File: config.mk
export PLATFORM = sky130hd
export DESIGN_NAME = bmw_window_decode
export DESIGN_NICKNAME = d
export VERILOG_FILES = /design/src/hdl/bmw_pkg.sv /design/src/hdl/bmw_window_cmp.sv /design/src/hdl/bmw_fwd_stage.sv /design/src/hdl/bmw_window_decode.sv
export SDC_FILE = /design/constraint.sdc
export NUM_CORES = 1
export LEC_CHECK = 0
export BUFFER_PORTS_ARGS = -buffer_cell sky130_fd_sc_hd__buf_2
export CAP_MARGIN = 20
export CORE_MARGIN = 5
export CORE_UTILIZATION = 35
export CTS_CLUSTER_DIAMETER = 150
export CTS_CLUSTER_SIZE = 24
export DETAILED_ROUTE_END_ITERATION = 10
export GPL_TIMING_DRIVEN = 0
export PLACE_DENSITY_LB_ADDON = 0.3
export SLEW_MARGIN = 25
export SYNTH_ARGS = -nofsm -noshare
export SYNTH_HDL_FRONTEND = slang
export SYNTH_SLANG_ARGS = --single-unit
File: constraint.sdc
create_clock -name mclk -period 3.2 [get_ports mclk]
set_input_delay 0.48 -clock mclk [delete_from_list [all_inputs] [get_ports mclk]]
set_output_delay 0.48 -clock mclk [all_outputs]
set_load 0.03 [all_outputs]
File: src/hdl/bmw_pkg.sv
package bmw_pkg;

    // Decoded address width: 32-bit lower half plus the 12 writable upper bits
    localparam int unsigned ADDR_W = 44;
    // Register bus address width, enough for the status word at 0x100
    localparam int unsigned AXI_AW = 12;

    // Register indices as printed; byte address is four times the index
    localparam logic [7:0] IDX_NP_BASE = 8'h20;
    localparam logic [7:0] IDX_NP_LIMIT = 8'h22;
    localparam logic [7:0] IDX_PF_BASE = 8'h24;
    localparam logic [7:0] IDX_PF_LIMIT = 8'h26;
    localparam logic [7:0] IDX_PF_BASE_HIGH = 8'h28;
    localparam logic [7:0] IDX_STATUS = 8'h40;

    localparam logic [AXI_AW-1:0] ADR_NP_BASE = {2'h0, IDX_NP_BASE, 2'h0};
    localparam logic [AXI_AW-1:0] ADR_NP_LIMIT = {2'h0, IDX_NP_LIMIT, 2'h0};
    localparam logic [AXI_AW-1:0] ADR_PF_BASE = {2'h0, IDX_PF_BASE, 2'h0};
    localparam logic [AXI_AW-1:0] ADR_PF_LIMIT = {2'h0, IDX_PF_LIMIT, 2'h0};
    localparam logic [AXI_AW-1:0] ADR_PF_BASE_HIGH = {2'h0, IDX_PF_BASE_HIGH, 2'h0};
    localparam logic [AXI_AW-1:0] ADR_STATUS = {2'h0, IDX_STATUS, 2'h0};

    // Window field layout inside the 16-bit registers
    localparam int unsigned FIELD_LSB = 4;
    localparam int unsigned FIELD_W = 12;
    // Writable width of the upper base extension
    localparam int unsigned HIGH_W = 12;
    // Address bits below the window granularity
    localparam int unsigned LOW_BITS = 20;
    localparam logic [LOW_BITS-1:0] LOW_ZERO = 20'h00000;
    localparam logic [LOW_BITS-1:0] LOW_ONES = 20'hFFFFF;
    // Read-only capability code in bits 3:0 of the prefetchable pair
    localparam logic [3:0] CAP_CODE = 4'h0;

    // Reset values
    localparam logic [FIELD_W-1:0] FIELD_RST = 12'h000;
    localparam logic [HIGH_W-1:0] HIGH_RST = 12'h000;
    localparam logic [15:0] COUNT_RST = 16'h0000;

    // Status word layout
    localparam int unsigned STS_NP_HIT = 0;
    localparam int unsigned STS_PF_HIT = 1;
    localparam int unsigned STS_FWD = 2;
    localparam int unsigned STS_SEEN = 3;
    localparam int unsigned STS_COUNT_LSB = 16;

    // AXI responses
    localparam logic [1:0] RESP_OKAY = 2'h0;
    localparam logic [1:0] RESP_SLVERR = 2'h2;

    // Memory cycle offered from the upstream hub link
    typedef struct packed {
        logic valid;
        logic [ADDR_W-1:0] addr;
    } bmw_cyc_type;

    // Registered forwarding decision
    typedef struct packed {
        logic valid;
        logic fwd;
        logic npHit;
        logic pfHit;
        logic [ADDR_W-1:0] addr;
    } bmw_res_type;

    typedef enum logic [0:0] {
        W_IDLE,
        W_RESP
    } bmw_wstate_type;

    // Whole state of the register bank
    typedef struct packed {
        logic [FIELD_W-1:0] npBase;
        logic [FIELD_W-1:0] npLimit;
        logic [FIELD_W-1:0] pfBase;
        logic [FIELD_W-1:0] pfLimit;
        logic [HIGH_W-1:0] pfBaseHigh;
        bmw_wstate_type wState;
        logic awHave;
        logic [AXI_AW-1:0] awAddr;
        logic wHave;
        logic [31:0] wData;
        logic [3:0] wStrb;
        logic [1:0] bResp;
        logic rValid;
        logic [31:0] rData;
        logic [1:0] rResp;
    } bmw_state_type;

endpackage : bmw_pkg

File: src/hdl/bmw_window_cmp.sv
`timescale 1ns/1ns
// Inclusive range check of one address against a decoded window
module bmw_window_cmp #(
    parameter int unsigned AW = 44
) (
    input wire logic [AW-1:0] addr, // Incoming cycle address
    input wire logic [AW-1:0] bottom, // First byte of the window
    input wire logic [AW-1:0] top, // Last byte of the window
    output logic hit // Address inside the window
);

    // An inverted window (bottom above top) simply never hits
    assign hit = (addr >= bottom) && (addr <= top);

endmodule : bmw_window_cmp

File: src/hdl/bmw_fwd_stage.sv
`timescale 1ns/1ns
// Registers the forwarding decision of each offered memory cycle
module bmw_fwd_stage (
    input wire logic mclk,
    input wire logic rst_n,
    input wire bmw_pkg::bmw_cyc_type cyc, // Offered cycle
    input wire logic npHit, // Cycle inside non-prefetchable window
    input wire logic pfHit, // Cycle inside prefetchable window
    output bmw_pkg::bmw_res_type res, // Decision, one cycle after the offer
    output logic [15:0] fwdCount // Forwarded cycles, wraps
);

    typedef struct packed {
        bmw_pkg::bmw_res_type res;
        logic [15:0] count;
    } bmw_fwd_state_type;

    bmw_fwd_state_type s_r; // Current state
    bmw_fwd_state_type s_nxt; // Next state

    // Decision follows every offer; the valid bit drops when none is offered
    always_comb begin
        s_nxt = s_r;
        s_nxt.res.valid = cyc.valid;
        s_nxt.res.npHit = cyc.valid && npHit;
        s_nxt.res.pfHit = cyc.valid && pfHit;
        s_nxt.res.fwd = cyc.valid && (npHit || pfHit);
        s_nxt.res.addr = cyc.addr;
        if (cyc.valid && (npHit || pfHit)) begin
            s_nxt.count = s_r.count + 16'h0001;
        end
    end

    // State register
    always_ff @(posedge mclk or negedge rst_n) begin
        if (!rst_n) begin
            s_r <= '0;
        end else begin
            s_r <= s_nxt;
        end
    end

    assign res = s_r.res;
    assign fwdCount = s_r.count;

endmodule : bmw_fwd_stage

File: src/hdl/bmw_window_decode.sv
`timescale 1ns/1ns
module bmw_window_decode (
    input wire logic mclk,
    input wire logic rst_n,
    // AXI4-Lite write address channel
    input wire logic [bmw_pkg::AXI_AW-1:0] awaddr,
    input wire logic [2:0] awprot,
    input wire logic awvalid,
    output logic awready,
    // AXI4-Lite write data channel
    input wire logic [31:0] wdata,
    input wire logic [3:0] wstrb,
    input wire logic wvalid,
    output logic wready,
    // AXI4-Lite write response channel
    output logic [1:0] bresp,
    output logic bvalid,
    input wire logic bready,
    // AXI4-Lite read address channel
    input wire logic [bmw_pkg::AXI_AW-1:0] araddr,
    input wire logic [2:0] arprot,
    input wire logic arvalid,
    output logic arready,
    // AXI4-Lite read data channel
    output logic [31:0] rdata,
    output logic [1:0] rresp,
    output logic rvalid,
    input wire logic rready,
    // Memory cycle offered by the upstream hub link, same clock
    input wire bmw_pkg::bmw_cyc_type hubCyc,
    // Forwarding decision toward the downstream bus
    output bmw_pkg::bmw_res_type fwdRes
);

    bmw_pkg::bmw_state_type s_r; // Current state
    bmw_pkg::bmw_state_type s_nxt; // Next state

    logic [bmw_pkg::ADDR_W-1:0] npBottom; // Decoded non-prefetchable bottom
    logic [bmw_pkg::ADDR_W-1:0] npTop; // Decoded non-prefetchable top
    logic [bmw_pkg::ADDR_W-1:0] pfBottom; // Decoded prefetchable bottom
    logic [bmw_pkg::ADDR_W-1:0] pfTop; // Decoded prefetchable top
    logic npHit; // Offered cycle hits non-prefetchable window
    logic pfHit; // Offered cycle hits prefetchable window
    logic [15:0] fwdCount; // Forwarded cycle count
    logic wrFire; // Both halves of a write present, response slot free
    logic rdFire; // Read address taken this cycle

    // Protection bits carry nothing for this bank
    logic unusedProt;
    assign unusedProt = ^{awprot, arprot};

    // Merge byte lanes 0 and 1 into a 16-bit register image
    function automatic logic [15:0] merge16(
        input logic [15:0] oldVal,
        input logic [31:0] data,
        input logic [3:0] strb
    );
        logic [15:0] val;
        val = oldVal;
        if (strb[0]) begin
            val[7:0] = data[7:0];
        end
        if (strb[1]) begin
            val[15:8] = data[15:8];
        end
        return val;
    endfunction : merge16

    // Lift a 12-bit window field into its register image
    function automatic logic [15:0] fieldImage(
        input logic [bmw_pkg::FIELD_W-1:0] field,
        input logic [3:0] lowBits
    );
        return {field, lowBits};
    endfunction : fieldImage

    // Window bounds. The low nibbles of the registers never enter here, so
    // reserved and capability bits cannot disturb the decode.
    always_comb begin
        npBottom = {{(bmw_pkg::ADDR_W - 32){1'b0}}, s_r.npBase, bmw_pkg::LOW_ZERO};
        npTop = {{(bmw_pkg::ADDR_W - 32){1'b0}}, s_r.npLimit, bmw_pkg::LOW_ONES};
        pfBottom = {s_r.pfBaseHigh, s_r.pfBase, bmw_pkg::LOW_ZERO};
        // No limit extension is kept, so the prefetchable top stays below 4 GB
        pfTop = {{bmw_pkg::HIGH_W{1'b0}}, s_r.pfLimit, bmw_pkg::LOW_ONES};
    end

    // Non-prefetchable window compare
    bmw_window_cmp #(
        .AW(bmw_pkg::ADDR_W)
    ) npCmp (
        .addr(hubCyc.addr),
        .bottom(npBottom),
        .top(npTop),
        .hit(npHit)
    );

    // Prefetchable window compare; meaningful once software has set the
    // base, since after reset both windows cover only the first 1 MB
    bmw_window_cmp #(
        .AW(bmw_pkg::ADDR_W)
    ) pfCmp (
        .addr(hubCyc.addr),
        .bottom(pfBottom),
        .top(pfTop),
        .hit(pfHit)
    );

    // Registered forwarding decision and counter
    bmw_fwd_stage fwdStage (
        .mclk(mclk),
        .rst_n(rst_n),
        .cyc(hubCyc),
        .npHit(npHit),
        .pfHit(pfHit),
        .res(fwdRes),
        .fwdCount(fwdCount)
    );

    // Handshake outputs straight from state
    assign awready = !s_r.awHave;
    assign wready = !s_r.wHave;
    assign bvalid = (s_r.wState == bmw_pkg::W_RESP);
    assign bresp = s_r.bResp;
    assign arready = !s_r.rValid;
    assign rvalid = s_r.rValid;
    assign rdata = s_r.rData;
    assign rresp = s_r.rResp;

    // A write commits only once no response is waiting, so a slow bready
    // holds both channels off instead of losing a response
    assign wrFire = s_r.awHave && s_r.wHave && (s_r.wState == bmw_pkg::W_IDLE);
    assign rdFire = arvalid && !s_r.rValid;

    // Next state of the bank and the bus slave
    always_comb begin
        logic [15:0] img;
        logic [31:0] rd;
        logic hitAddr;
        img = 16'h0000;
        rd = 32'h00000000;
        hitAddr = 1'b1;
        s_nxt = s_r;

        // Capture write address and data in either order
        if (awvalid && !s_r.awHave) begin
            s_nxt.awHave = 1'b1;
            s_nxt.awAddr = awaddr;
        end
        if (wvalid && !s_r.wHave) begin
            s_nxt.wHave = 1'b1;
            s_nxt.wData = wdata;
            s_nxt.wStrb = wstrb;
        end

        // Write commit: update the addressed field through the byte lanes
        if (wrFire) begin
            s_nxt.awHave = 1'b0;
            s_nxt.wHave = 1'b0;
            s_nxt.wState = bmw_pkg::W_RESP;
            s_nxt.bResp = bmw_pkg::RESP_OKAY;
            unique case (s_r.awAddr)
                bmw_pkg::ADR_NP_BASE: begin
                    // Bits 3:0 are reserved and discarded
                    img = merge16(fieldImage(s_r.npBase, 4'h0), s_r.wData, s_r.wStrb);
                    s_nxt.npBase = img[15:bmw_pkg::FIELD_LSB];
                end
                bmw_pkg::ADR_NP_LIMIT: begin
                    img = merge16(fieldImage(s_r.npLimit, 4'h0), s_r.wData, s_r.wStrb);
                    s_nxt.npLimit = img[15:bmw_pkg::FIELD_LSB];
                end
                bmw_pkg::ADR_PF_BASE: begin
                    // Capability nibble is read-only, written data ignored
                    img = merge16(fieldImage(s_r.pfBase, bmw_pkg::CAP_CODE), s_r.wData, s_r.wStrb);
                    s_nxt.pfBase = img[15:bmw_pkg::FIELD_LSB];
                end
                bmw_pkg::ADR_PF_LIMIT: begin
                    img = merge16(fieldImage(s_r.pfLimit, bmw_pkg::CAP_CODE), s_r.wData, s_r.wStrb);
                    s_nxt.pfLimit = img[15:bmw_pkg::FIELD_LSB];
                end
                bmw_pkg::ADR_PF_BASE_HIGH: begin
                    // Only the low twelve bits hold; bits 31:12 drop away
                    img = merge16({4'h0, s_r.pfBaseHigh}, s_r.wData, s_r.wStrb);
                    s_nxt.pfBaseHigh = img[bmw_pkg::HIGH_W-1:0];
                end
                bmw_pkg::ADR_STATUS: begin
                    // Status is read-only; a write is accepted and ignored
                end
                default: begin
                    // Unmapped address: nothing stored, error answered
                    s_nxt.bResp = bmw_pkg::RESP_SLVERR;
                end
            endcase
        end

        // Response leaves once the master takes it
        if ((s_r.wState == bmw_pkg::W_RESP) && bready) begin
            s_nxt.wState = bmw_pkg::W_IDLE;
        end

        // Read: data is latched at address acceptance and held until taken
        if (rdFire) begin
            unique case (araddr)
                bmw_pkg::ADR_NP_BASE: begin
                    rd = {16'h0000, fieldImage(s_r.npBase, 4'h0)};
                end
                bmw_pkg::ADR_NP_LIMIT: begin
                    rd = {16'h0000, fieldImage(s_r.npLimit, 4'h0)};
                end
                bmw_pkg::ADR_PF_BASE: begin
                    rd = {16'h0000, fieldImage(s_r.pfBase, bmw_pkg::CAP_CODE)};
                end
                bmw_pkg::ADR_PF_LIMIT: begin
                    rd = {16'h0000, fieldImage(s_r.pfLimit, bmw_pkg::CAP_CODE)};
                end
                bmw_pkg::ADR_PF_BASE_HIGH: begin
                    // Reserved bits 31:12 read as zero
                    rd = {20'h00000, s_r.pfBaseHigh};
                end
                bmw_pkg::ADR_STATUS: begin
                    // Last decision and running count of forwarded cycles
                    rd[bmw_pkg::STS_NP_HIT] = fwdRes.npHit;
                    rd[bmw_pkg::STS_PF_HIT] = fwdRes.pfHit;
                    rd[bmw_pkg::STS_FWD] = fwdRes.fwd;
                    rd[bmw_pkg::STS_SEEN] = fwdRes.valid;
                    rd[bmw_pkg::STS_COUNT_LSB +: 16] = fwdCount;
                end
                default: begin
                    hitAddr = 1'b0;
                end
            endcase
            s_nxt.rValid = 1'b1;
            s_nxt.rData = rd;
            s_nxt.rResp = hitAddr ? bmw_pkg::RESP_OKAY : bmw_pkg::RESP_SLVERR;
        end else if (s_r.rValid && rready) begin
            s_nxt.rValid = 1'b0;
        end
    end

    // State register; every window field resets to zero
    always_ff @(posedge mclk or negedge rst_n) begin
        if (!rst_n) begin
            s_r.npBase <= bmw_pkg::FIELD_RST;
            s_r.npLimit <= bmw_pkg::FIELD_RST;
            s_r.pfBase <= bmw_pkg::FIELD_RST;
            s_r.pfLimit <= bmw_pkg::FIELD_RST;
            s_r.pfBaseHigh <= bmw_pkg::HIGH_RST;
            s_r.wState <= bmw_pkg::W_IDLE;
            s_r.awHave <= 1'b0;
            s_r.awAddr <= '0;
            s_r.wHave <= 1'b0;
            s_r.wData <= 32'h00000000;
            s_r.wStrb <= 4'h0;
            s_r.bResp <= bmw_pkg::RESP_OKAY;
            s_r.rValid <= 1'b0;
            s_r.rData <= 32'h00000000;
            s_r.rResp <= bmw_pkg::RESP_OKAY;
        end else begin
            s_r <= s_nxt;
        end
    end

endmodule : bmw_window_decode

==> flow_summary_export.csv <==
group,metric,value,unit
die,dieWidth,171,um
setup_path,path_cells,"or4_1 > nor4_1 > nand4_1 > nor2_1 > clkbuf_1 > o21ai_0",
finish,area_growth,22.0,%
die,start_util,35.3,%
hold_path,min_to,"fwdStage.res[47]",
logic_synthesis,yosysSeqAreaShare,52.7,%
sta,fin_crit_sh,95.3,%
placement,globalplace.congestion,0.819,
hold_path,holdPathStages,1,
run_status,run_status,"complete, no violations",
finish,fin_area,0.0111,mm2
placement,pre_cts_ws,-406,ps
power_and_ir_drop,p_sw,0.00192,W
setup_path,worstPathArrival,3350,ps
logic_synthesis,synth_enable_flop_cells,0,
finish,stdcell_count,1418,
cts,cts-root-buf,"clkbuf_16",
sta,max-slew-margin-rel,49.4,%
global_route,grt_util_all_layers,17.1,%
finish,n_antenna_cell,0,
routing,wl_per_cell,17.2,um
logic_synthesis,postSynthCellCount,867,
global_route,gr-total-overflow,0,
placement,place_area,0.0105,mm2
hold_path,min-delay-start,"hubCyc[44]",
sta,setup_viol,0,
die,fp.coreArea,0.0258,mm2
finish,multiInputGateArea,0.00370,mm2
routing,drc,0,
cts,cts_tree,"done",
cts,numCtsBuffers,17,
die,rows,59,
logic_synthesis,synth.area.top_cells,"dfrtp_1 53%, ha_1 8.4%, mux2_2 4.9%",
cts,clock_sinks,192,
setup_path,cp-end-kind,"flip-flop",
logic_synthesis,synth_largest_area_cell,"dfrtp_1",
placement,port_buffers,178,
global_route,grt_first_pass_wirelength,38.9,mm
sta,clock-skew-final,14.6,ps
hold_path,hold_path.class,"input port to flip-flop",
logic_synthesis,async_reset_ff_share,100,%
logic_synthesis,netlist.area_leader.share,52.7,%
routing,vias_per_cell,4.93,
die,die_area,0.0294,mm2
global_route,grt_pass1_vias,7157,
finish,finalNetCount,1249,
cts,clk_path_buf_depth,2,
die,die_h,171,um
logic_synthesis,synth_area,0.00911,mm2
die,ios,207,
global_route,grt_antenna_before_repair,0,
power_and_ir_drop,p_int,0.00430,W
power_and_ir_drop,seq_power_share,48.6,%
run,maxCapViolCount,0,
routing,vias,6992,
setup_path,critPathMaxFanout,10,
placement,place_hpwl,19.2,mm
setup_path,path_class,"flip-flop to flip-flop",
placement,dp.cells,1383,
power_and_ir_drop,p_sw_share,30.8,%
power_and_ir_drop,peakVddDrop,0.271,mV
logic_synthesis,ys.flop_type,"dfrtp_1",
cts,cts_htree_levels,4,
logic_synthesis,synth_seq_cells,192,
power_and_ir_drop,p_leak,5.18,nW
global_route,grt_max_degree,76,
setup_path,regToRegSetupSlack,150,ps
setup_path,start_kind,"flip-flop",
setup_path,slowest_delay,560,ps
finish,fill_cells,2494,
sta,clock.fmax,0.328,GHz
finish,drive_gt1_share,27.4,%
finish,postLayoutCoreUtil,43.0,%
cts,clk_pin_slew,80,ps
sta,setup_slack,149,ps
power_and_ir_drop,combPwrFrac,16.9,%
routing,ant_nets,0,
sta,fin_crit,3050,ps
sta,finalHoldViolCount,0,
setup_path,cpMaxStageDelayCell,"nor4_1",
sta,tns,0,ps
power_and_ir_drop,clock_power_share,34.5,%
finish,seqCellArea,0.00480,mm2
sta,drv_slew,0,
finish,final_common_cell,"dfrtp_1",
routing,totalWireLength,24.4,mm
routing,drtPass1Iterations,4,
sta,worst_slew_pin_slew,758,ps
setup_path,r2r_end,"pfTop[27]",
sta,rsz0062_at_grt,"true",
setup_path,crit_required,3500,ps
setup_path,reg2reg_from,"s_r[80]",
logic_synthesis,ys_warn_count,0,
logic_synthesis,avgSynthCellArea,10.5,um2
finish,layout_common_cells,"192 x dfrtp_1, 178 x buf_2, 119 x nand2_1",
cts,insertion_delay,440,ps
setup_path,r2r_cells,6,
power_and_ir_drop,power_density,559,mW/mm2
routing,drt_iter0_markers,440,
logic_synthesis,synth_cell_types,51,
-- worst max path at each step --
stage,start,end,slack [ps],cells after the start
2_1_floorplan,hubCyc[43],fwdStage.fwdCount[13],530,8
3_3_place_gp,rst_n,s_r[83],-1630,1
3_5_place_dp,hubCyc[43],fwdStage.fwdCount[13],-410,9
4_1_cts,hubCyc[43],fwdStage.fwdCount[13],50,9
5_1_grt,s_r[80],pfTop[24],-110,6
6_report,s_r[80],pfTop[27],150,6
-- routing by layer --
layer	vias to the layer above	track usage, %	share of wire, %
li1	3407	-	-
met1	3366	23.3	45
met2	192	27.7	47
met3	27	4.07	6.4
met4	0	4.44	1.5
met5	-	0	0
-- per-stage QoR --
stage	hold WS [ps]	total power, W
after floorplan	184	0.00367
after global placement	455	0.00410
after detailed placement	415	0.00413
after CTS	145	0.00629
after global routing	145	0.00655
final	167	0.00621
-- registers in the layout (all words and copies together) (netlist names) --
register and count:
fwdStage.res 48, s_r 32, rresp 1, bresp 1
bvalid 1, pfBottom 24, rdata 32, npBottom 12
npTop 12, fwdStage.fwdCount 16, rvalid 1, pfTop 12
-- power groups by stage --
stage / Clock, W / Combinational, W / Sequential [W]
final: 0.00215 / 0.00105 / 0.00302
after global routing: 0.00231 / 0.00117 / 0.00307
after CTS: 0.00220 / 0.00107 / 0.00302
after detailed placement: 0 / 0.00106 / 0.00307
after global placement: 0 / 0.00104 / 0.00306
after floorplan: 0 / 0.000649 / 0.00302
-- Yosys cell counts, types with 5 or more instances --
cell type	count
and3_1	7
a21o_1	14
ha_1	61
a21oi_1	16
o21ai_0	77
or4_1	5
dfrtp_1	192
nand4_1	18
o211ai_1	9
and2_1	6
o2111ai_1	5
a221oi_1	7
a31oi_1	10
inv_1	63
clkbuf_1	24
a22oi_1	16
nand3_1	23
nor4_1	7
mux2i_1	5
buf_4	36
nand2_1	119
xnor2_1	15
mux2_2	40
nor2_1	39
nor2b_1	7
-- worst max-delay path: cells and delay by family (launching register included) --
| kind | cells | cell delay [ps] |
|---|---|---|
| AND/OR/NAND/NOR | 4 | 1980 |
| buffers and inverters | 1 | 400 |
| flip-flops | 1 | 370 |
| AO/OA/AOI/OAI | 1 | 150 |
-- cells by family after synthesis --
group	share of synthesized area (%)
other cells	0.0412
compound gates	12.0
mux	5.62
fa+ha+maj	8.38
flops	52.7
xor+xnor	1.44
buf+inv	6.77
simple gates	13.0
-- final cells by class --
cell class / count / share of cell area (%)
multi-input combinational: 550 / 33.3
tap: 335 / 3.77
inverter: 63 / 2.13
buffer: 63 / 3.42
timing repair buffer: 183 / 8.82
clock inverter: 14 / 1.41
sequential: 192 / 43.2
clock buffer: 18 / 3.95
-- timing repair --
action,in CTS,in global routing
hold endpoints to repair,47,0
buffers inserted,0,2
gates resized for setup,0,1
hold buffers,1,0
endpoints found under the setup margin,0,33
(Power assumes the default switching activity.)
